## src/verilog/annp_map.svh

```systemverilog
`ifndef ANNP_MAP_SVH
`define ANNP_MAP_SVH
// ==========================================================
// Register indices (byte address is four times the index)
`define ANNP_IDX_NPW 8'h05
`define ANNP_IDX_EXP 8'h06
`define ANNP_IDX_IST 8'h08
`define ANNP_IDX_IMSK 8'h09
// ==========================================================
// Partner next-page word fields
`define ANNP_NPW_NP 15
`define ANNP_NPW_ACK 14
`define ANNP_NPW_MP 13
`define ANNP_NPW_PARTNER_COMPLY_ACK 12
`define ANNP_NPW_TOG 11
`define ANNP_NPW_CODE_HI 10
`define ANNP_NPW_RST 16'h0000
// ==========================================================
// Expansion status fields
`define ANNP_EXP_RSV_HI 15
`define ANNP_EXP_RSV_LO 5
`define ANNP_EXP_PDF 4
`define ANNP_EXP_LPNP 3
`define ANNP_EXP_NPABLE 2
`define ANNP_EXP_PAGE 1
`define ANNP_EXP_LPAN 0
// ==========================================================
// Interrupt status and mask fields
`define ANNP_INT_PAGE 0
`define ANNP_INT_PDF 1
`define ANNP_INT_W 2
`define ANNP_INT_RST 2'h0
`endif

```

## src/verilog/annp_pkg.sv

```systemverilog
`default_nettype none
package annp_pkg;
   typedef enum logic [2:0]
   {
      REG_NPW = 3'b000,
      REG_EXP = 3'b001,
      REG_IST = 3'b010,
      REG_IMSK = 3'b011,
      REG_NONE = 3'b100
   } annp_reg_t;
endpackage
`default_nettype wire

```

## src/verilog/annp_status_regs.sv

```systemverilog
// Operation
// Hardware loads the partner acknowledge flag from each received page.
// Software is advised not to write the partner acknowledge flag, which hardware owns.
// Bit 13 of the next-page word shows message page (1) or unformatted page (0), reset 0.
// Bits 10:0 of the next-page word hold the partner's code field, read-only, reset zero.
// Bit 12 of the next-page word tells if the partner can comply with a message, reset 0.
// Bit 11 of the next-page word is the inverse of the previous transmitted toggle value.
// Bits 15:5 of the expansion register read zero and ignore writes.
// Bit 4 of the expansion register shows a parallel detection fault, reset 0.
// Bit 3 of the expansion register shows that the partner supports next pages.
// Bit 2 of the expansion register is a constant 1: the local device can send next pages.
// Bit 1 of the expansion register is set on a received page and cleared by a read.
// Bit 0 of the expansion register shows the partner supports auto-negotiation, reset 0.
// Bit 15 of the next-page word shows that the partner wants a further next page.
// Bit 14 of the next-page word shows that the partner acknowledged the local word.
// A page arriving in the cycle of an expansion read leaves the page flag set.
//
// Chosen here: the AHB-Lite register port.
`timescale 1ns/1ps
`default_nettype none
`include "annp_map.svh"

module annp_status_regs
   import annp_pkg::*;
#(
   parameter int DATA_W = 32
)
(
   // Clock and reset
   input wire logic clk,
   input wire logic rst,
   // AHB-Lite slave
   input wire logic hsel,
   input wire logic [31:0] haddr,
   input wire logic [1:0] htrans,
   input wire logic hwrite,
   input wire logic [2:0] hsize,
   input wire logic [DATA_W-1:0] hwdata,
   input wire logic hready,
   output logic hreadyout,
   output logic hresp,
   output logic [DATA_W-1:0] hrdata,
   // Negotiation engine
   input wire logic page_rx_stb,
   input wire logic [15:0] page_rx_word,
   input wire logic tx_toggle_prev,
   input wire logic parallel_detect_fault,
   input wire logic partner_nextpage_capable,
   input wire logic partner_autoneg_capable,
   // Interrupt
   output logic irq
);

   // ==========================================================
   // Elaboration check
   if (DATA_W != 32)
   begin : g_bad_width
      $error("annp_status_regs: DATA_W must be 32");
   end

   if (`ANNP_INT_W < 2)
   begin : g_bad_int
      $error("annp_status_regs: interrupt status needs two event bits");
   end

   if (`ANNP_EXP_RSV_HI > 15 || `ANNP_NPW_NP > 15)
   begin : g_bad_field
      $error("annp_status_regs: status fields must fit sixteen bits");
   end

   // ==========================================================
   // Address decode
   function automatic annp_reg_t reg_sel(input logic [31:0] a);
      annp_reg_t r;
      r = REG_NONE;
      if (a[1:0] == 2'h0 && a[31:10] == 22'h000000)
      begin
         if (a[9:2] == `ANNP_IDX_NPW)
            r = REG_NPW;
         else if (a[9:2] == `ANNP_IDX_EXP)
            r = REG_EXP;
         else if (a[9:2] == `ANNP_IDX_IST)
            r = REG_IST;
         else if (a[9:2] == `ANNP_IDX_IMSK)
            r = REG_IMSK;
      end
      return r;
   endfunction

   logic acc_take;
   logic rd_exp;
   logic wr_pend_q;
   annp_reg_t wr_sel_q;
   logic [15:0] npw_q;
   logic pdf_q;
   logic lpnp_q;
   logic lpan_q;
   logic page_q;
   logic [`ANNP_INT_W-1:0] ist_q;
   logic [`ANNP_INT_W-1:0] imsk_q;
   logic [`ANNP_INT_W-1:0] ist_set;
   logic [15:0] exp_word;
   logic [DATA_W-1:0] rdata_d;
   logic ist_wr;

   assign acc_take = hsel & htrans[1] & hready;
   assign rd_exp = acc_take & ~hwrite & (reg_sel(haddr) == REG_EXP);
   assign hreadyout = 1'b1;
   assign hresp = 1'b0;

   // ==========================================================
   // Partner next-page word
   always_ff @(posedge clk)
   begin
      if (rst)
         npw_q <= `ANNP_NPW_RST;
      else if (page_rx_stb)
      begin
         npw_q[`ANNP_NPW_NP] <= page_rx_word[`ANNP_NPW_NP];
         npw_q[`ANNP_NPW_ACK] <= page_rx_word[`ANNP_NPW_ACK];
         npw_q[`ANNP_NPW_MP] <= page_rx_word[`ANNP_NPW_MP];
         npw_q[`ANNP_NPW_PARTNER_COMPLY_ACK] <= page_rx_word[`ANNP_NPW_PARTNER_COMPLY_ACK];
         npw_q[`ANNP_NPW_TOG] <= ~tx_toggle_prev;
         npw_q[`ANNP_NPW_CODE_HI:0] <= page_rx_word[`ANNP_NPW_CODE_HI:0];
      end
   end

   // ==========================================================
   // Expansion status
   always_ff @(posedge clk)
   begin
      if (rst)
      begin
         pdf_q <= 1'b0;
         lpnp_q <= 1'b0;
         lpan_q <= 1'b0;
      end
      else
      begin
         pdf_q <= parallel_detect_fault;
         lpnp_q <= partner_nextpage_capable;
         lpan_q <= partner_autoneg_capable;
      end
   end

   // Set on a page wins over clear on read
   always_ff @(posedge clk)
   begin
      if (rst)
         page_q <= 1'b0;
      else if (page_rx_stb)
         page_q <= 1'b1;
      else if (rd_exp)
         page_q <= 1'b0;
   end

   always_comb
   begin
      exp_word = 16'h0000;
      exp_word[`ANNP_EXP_RSV_HI:`ANNP_EXP_RSV_LO] = 11'h000;
      exp_word[`ANNP_EXP_PDF] = pdf_q;
      exp_word[`ANNP_EXP_LPNP] = lpnp_q;
      exp_word[`ANNP_EXP_NPABLE] = 1'b1;
      exp_word[`ANNP_EXP_PAGE] = page_q;
      exp_word[`ANNP_EXP_LPAN] = lpan_q;
   end

   // ==========================================================
   // Bus data phase
   always_ff @(posedge clk)
   begin
      if (rst)
      begin
         wr_pend_q <= 1'b0;
         wr_sel_q <= REG_NONE;
      end
      else
      begin
         wr_pend_q <= acc_take & hwrite;
         wr_sel_q <= reg_sel(haddr);
      end
   end

   // Read data is sampled at the address phase edge
   always_comb
   begin
      rdata_d = '0;
      unique case (reg_sel(haddr))
         REG_NPW:
            rdata_d[15:0] = npw_q;
         REG_EXP:
            rdata_d[15:0] = exp_word;
         REG_IST:
            rdata_d[`ANNP_INT_W-1:0] = ist_q;
         REG_IMSK:
            rdata_d[`ANNP_INT_W-1:0] = imsk_q;
         REG_NONE:
            rdata_d = '0;
      endcase
   end

   always_ff @(posedge clk)
   begin
      if (rst)
         hrdata <= '0;
      else if (acc_take & ~hwrite)
         hrdata <= rdata_d;
   end

   // ==========================================================
   // Interrupts
   assign ist_set[`ANNP_INT_PAGE] = page_rx_stb;
   assign ist_set[`ANNP_INT_PDF] = parallel_detect_fault & ~pdf_q;
   assign ist_wr = wr_pend_q & (wr_sel_q == REG_IST);

   always_ff @(posedge clk)
   begin
      if (rst)
         ist_q <= `ANNP_INT_RST;
      else if (ist_wr)
         ist_q <= (ist_q & ~hwdata[`ANNP_INT_W-1:0]) | ist_set;
      else
         ist_q <= ist_q | ist_set;
   end

   always_ff @(posedge clk)
   begin
      if (rst)
         imsk_q <= `ANNP_INT_RST;
      else if (wr_pend_q & (wr_sel_q == REG_IMSK))
         imsk_q <= hwdata[`ANNP_INT_W-1:0];
   end

   assign irq = |(ist_q & imsk_q);
endmodule

`default_nettype wire
```

## config.mk

```make
export PLATFORM = sky130hd
export DESIGN_NAME = annp_status_regs
export DESIGN_NICKNAME = d
export VERILOG_FILES = /design/src/verilog/annp_pkg.sv /design/src/verilog/annp_status_regs.sv
export VERILOG_INCLUDE_DIRS = /design/src /design/src/verilog
export SDC_FILE = /design/constraint.sdc
export NUM_CORES = 1
export LEC_CHECK = 0
export ABC_AREA = 1
export BUFFER_PORTS_ARGS = -buffer_cell sky130_fd_sc_hd__buf_2
export CELL_PAD_IN_SITES_DETAIL_PLACEMENT = 1
export CELL_PAD_IN_SITES_GLOBAL_PLACEMENT = 2
export CORE_ASPECT_RATIO = 0.8
export CORE_MARGIN = 8
export CORE_UTILIZATION = 23
export CTS_BUF_LIST = sky130_fd_sc_hd__clkbuf_16
export CTS_CLUSTER_DIAMETER = 80
export DETAILED_ROUTE_END_ITERATION = 7
export GPL_TIMING_DRIVEN = 1
export PLACE_DENSITY = 0.93
export SLEW_MARGIN = 40
export SYNTH_ARGS = -nofsm -noshare
export SYNTH_HDL_FRONTEND = slang
export SYNTH_SLANG_ARGS = --single-unit
export TNS_END_PERCENT = 1
```

## constraint.sdc

```tcl
create_clock -name clk -period 2.5 [get_ports clk]
set_input_delay 0.375 -clock clk [delete_from_list [all_inputs] [get_ports clk]]
set_output_delay 0.375 -clock clk [all_outputs]
set_load 0.03 [all_outputs]
```

==> load_flow_metrics.sql <==
INSERT INTO impl_metrics (metric_group, metric, value, unit) VALUES
('sta', 'max_slew_margin', '0.609', ''),
('worst_hold_path', 'whs_path_depth', '2', ''),
('grt', 'grt_first_pass_wirelength', '10.1', 'mm'),
('grt', 'grt_remaining_overflow', '0', ''),
('route', 'initial_drc_count', '77', ''),
('critical_path', 'worstPathMaxFanout', '16', ''),
('critical_path', 'timing.critical_path.cells', 'buf_2, nor2_1, nand2_1, nor2_1, nand2_1, nor2_4, nand2_2, clkinv_2, nand3_1, a31oi_1', ''),
('place', 'numPortBuffers', '76', ''),
('worst_hold_path', 'min_delay_worst_endpoint', 'npw_q[11]', ''),
('sta', 'post-route-min-period', '1.60', 'ns'),
('worst_hold_path', 'min_path_type', 'input pin to flop', ''),
('sta', 'number_of_failing_hold_endpoints_at_the_final_stage', '0', ''),
('critical_path', 'ff2ff_path_depth', '4', ''),
('logic_synthesis', 'post_synthesis_mean_instance_area', '7.68', 'sq um'),
('critical_path', 'buffering_stage_count_on_the_worst_path_with_inverters_included', '2', ''),
('place', 'hpwlAfterDp', '4.83', 'mm'),
('power_and_ir_drop', 'total_power', '0.00156', 'W'),
('clock_tree', 'cts_root_buffer', 'sky130_fd_sc_hd__clkbuf_16', ''),
('sta', 'finalSetupViolCount', '0', ''),
('critical_path', 'r2r_slack', '1.63', 'ns'),
('sta', 'max_freq', '626', 'MHz'),
('floorplan', 'floorplan.core_area', '8560', 'sq um'),
('worst_hold_path', 'hold_start', 'tx_toggle_prev', ''),
('place', 'routabilityCongestion', '0.754', ''),
('route', 'viasPerCell', '4.32', ''),
('logic_synthesis', 'postSynthCellCount', '266', ''),
('route', 'final_antenna_net_count', '0', ''),
('floorplan', 'start_util', '0.239', ''),
('job', 'max_cap_violations', '0', ''),
('critical_path', 'critical_path_capture_point_type', 'flop', ''),
('floorplan', 'io_pins', '130', ''),
('clock_tree', 'clk_path_buf_depth', '2', ''),
('clock_tree', 'cts_setup_buffers', '0', ''),
('clock_tree', 'worstSkewPairLatency', '0.28', 'ns'),
('layout', 'stdcell_area', '2590', 'sq um'),
('layout', 'fin_util', '0.302', ''),
('logic_synthesis', 'synth-seq-area-share', '0.431', ''),
('logic_synthesis', 'ys_types', '27', ''),
('place', 'postPlaceCellArea', '2450', 'sq um'),
('grt', 'grt_start_max_net_pins', '26', ''),
('power_and_ir_drop', 'irDropWorstVdd', '0.260', 'mV'),
('sta', 'fin_crit_sh', '0.639', ''),
('layout', 'filler_cell_count', '1107', ''),
('layout', 'register_area', '881', 'sq um'),
('sta', 'holdWs', '0.285', 'ns'),
('logic_synthesis', 'netlist_area', '2040', 'sq um'),
('sta', 'setup_clock_skew_after_layout', '0.00467', 'ns'),
('route', 'drc_violation_count_after_routing', '0', ''),
('grt', 'gr-usage-all-layers', '0.100', ''),
('sta', 'timing_max_transition_violations_final', '0', ''),
('layout', 'ratio_of_cells_with_drive_above_1_in_the_final_layout', '0.344', ''),
('route', 'routedWlPerCell', '13.6', 'microns'),
('layout', 'antenna_cells', '0', ''),
('critical_path', 'cp_slowest_stage_delay', '0.27', 'ns'),
('floorplan', 'num_rows', '30', ''),
('route', 'dr.pass1.iters', '4', ''),
('critical_path', 'startpoint_type', 'input pin', ''),
('floorplan', 'dieArea', '12200', 'sq um'),
('clock_tree', 'clock-sinks', '44', ''),
('critical_path', 'regToRegStartpoint', 'wr_sel_q[2]', ''),
('logic_synthesis', 'synth.yosys.warnings', '0', ''),
('floorplan', 'die_outline_width', '121', 'microns'),
('clock_tree', 'cts_inserted_buffers', '5', ''),
('clock_tree', 'cts.clk_slew.worst_paths', '0.06', 'ns'),
('logic_synthesis', 'synth_seq_cells', '44', ''),
('clock_tree', 'cts_hold_buf', '0', ''),
('sta', 'grt_setup_unrepaired', 'no', ''),
('layout', 'areaGrowthSynthToFinish', '26.7', '%'),
('run_status', 'run_status', 'completed', ''),
('route', 'routed_vias', '1954', ''),
('grt', 'first_global_vias', '2087', '');
## final cells by class
class,instances,area share
multi-input combinational,189,0.368
sequential,44,0.340
timing repair buffer,78,0.153
tap,112,0.0541
clock buffer,5,0.0483
inverter,21,0.0309
clock inverter,3,0.00532
## sequential cells by signal, summed over array words and instances, names as in the netlist
name / count
lpnp_q: 1
hrdata: 16
page_q: 1
wr_pend_q: 1
pdf_q: 1
lpan_q: 1
npw_q: 16
wr_sel_q: 3
imsk_q: 2
ist_q: 2
## cell usage in the layout, fill, tap and decap left out
master                       n
sky130_fd_sc_hd__a21oi_1    12
sky130_fd_sc_hd__a21oi_2    10
sky130_fd_sc_hd__a21oi_4     1
sky130_fd_sc_hd__a22o_1      1
sky130_fd_sc_hd__a31oi_1     3
sky130_fd_sc_hd__buf_2      76
sky130_fd_sc_hd__buf_4       2
sky130_fd_sc_hd__clkbuf_16   5
sky130_fd_sc_hd__clkinv_1    2
sky130_fd_sc_hd__clkinv_2    3
sky130_fd_sc_hd__conb_1     18
sky130_fd_sc_hd__dfxtp_1    44
sky130_fd_sc_hd__inv_1      17
sky130_fd_sc_hd__inv_2       2
sky130_fd_sc_hd__nand2_1    26
sky130_fd_sc_hd__nand2_2    12
sky130_fd_sc_hd__nand3_1     5
sky130_fd_sc_hd__nand4_1    10
sky130_fd_sc_hd__nand4_4     1
sky130_fd_sc_hd__nor2_1     50
sky130_fd_sc_hd__nor2_2      2
sky130_fd_sc_hd__nor2_4      3
sky130_fd_sc_hd__o211ai_1    1
sky130_fd_sc_hd__o21ai_0    31
sky130_fd_sc_hd__o21ai_1     2
sky130_fd_sc_hd__o22ai_1     1
## where the power goes
group / internal (W) / switching, W
combinational: 0.0000617 / 0.000122
clock: 0.000363 / 0.000265
sequential: 0.000732 / 0.0000159
total: 0.00116 / 0.000403
## kinds of logic (layout without fill, tap and decap cells)
logic type / Yosys count / after routing / synth area share
simple gates: 109 / 109 / 0.252
compound gates: 62 / 62 / 0.181
buf+inv: 49 / 107 / 0.132
flops: 44 / 44 / 0.431
other cells: 2 / 18 / 0.00368
## routing by layer
layer  global-route usage  part of all wire
met5                    0                 0
met4               0.0114            0.0039
met3               0.0342             0.055
met2                0.173              0.49
met1                0.120              0.45
## cell usage after synthesis
cell type | instances | area, sq um
sky130_fd_sc_hd__a21oi_1 | 12 | 60.1
sky130_fd_sc_hd__a21oi_2 | 10 | 87.6
sky130_fd_sc_hd__a21oi_4 | 1 | 16.3
sky130_fd_sc_hd__a22o_1 | 1 | 8.76
sky130_fd_sc_hd__a31oi_1 | 3 | 18.8
sky130_fd_sc_hd__buf_2 | 1 | 5.00
sky130_fd_sc_hd__buf_4 | 18 | 135
sky130_fd_sc_hd__buf_6 | 2 | 22.5
sky130_fd_sc_hd__clkbuf_1 | 7 | 26.3
sky130_fd_sc_hd__clkinv_1 | 1 | 3.75
sky130_fd_sc_hd__clkinv_2 | 1 | 5.00
sky130_fd_sc_hd__conb_1 | 2 | 7.51
sky130_fd_sc_hd__dfxtp_1 | 44 | 881
sky130_fd_sc_hd__inv_1 | 17 | 63.8
sky130_fd_sc_hd__inv_2 | 2 | 7.51
sky130_fd_sc_hd__nand2_1 | 26 | 97.6
sky130_fd_sc_hd__nand2_2 | 12 | 75.1
sky130_fd_sc_hd__nand3_1 | 5 | 25.0
sky130_fd_sc_hd__nand4_1 | 10 | 62.6
sky130_fd_sc_hd__nand4_4 | 1 | 21.3
sky130_fd_sc_hd__nor2_1 | 50 | 188
sky130_fd_sc_hd__nor2_2 | 2 | 12.5
sky130_fd_sc_hd__nor2_4 | 3 | 33.8
sky130_fd_sc_hd__o211ai_1 | 1 | 7.51
sky130_fd_sc_hd__o21ai_0 | 31 | 155
sky130_fd_sc_hd__o21ai_1 | 2 | 10.0
sky130_fd_sc_hd__o22ai_1 | 1 | 6.26
## how the worst max path moves through the flow
stage               startpoint          to  slack, ns  cells after the start
finish               haddr[21]   hrdata[3]       0.90                     10
global route         haddr[21]   hrdata[1]       0.67                     11
CTS                  haddr[21]   hrdata[3]       0.87                     10
detailed placement   haddr[21]   hrdata[1]       0.57                     11
global placement     haddr[21]   hrdata[1]       0.62                     11
floorplan            haddr[29]  hrdata[10]       1.21                     10
## stage by stage
| step | setup slack [ns] | std cells |
|---|---|---|
| after floorplan | 1.21 | 282 |
| after global placement | 0.617 | 444 |
| after detailed placement | 0.572 | 444 |
| after CTS | 0.865 | 452 |
| after global routing | 0.670 | 452 |
| final | 0.903 | 452 |
Note: power is estimated with default switching activity, not from simulation.
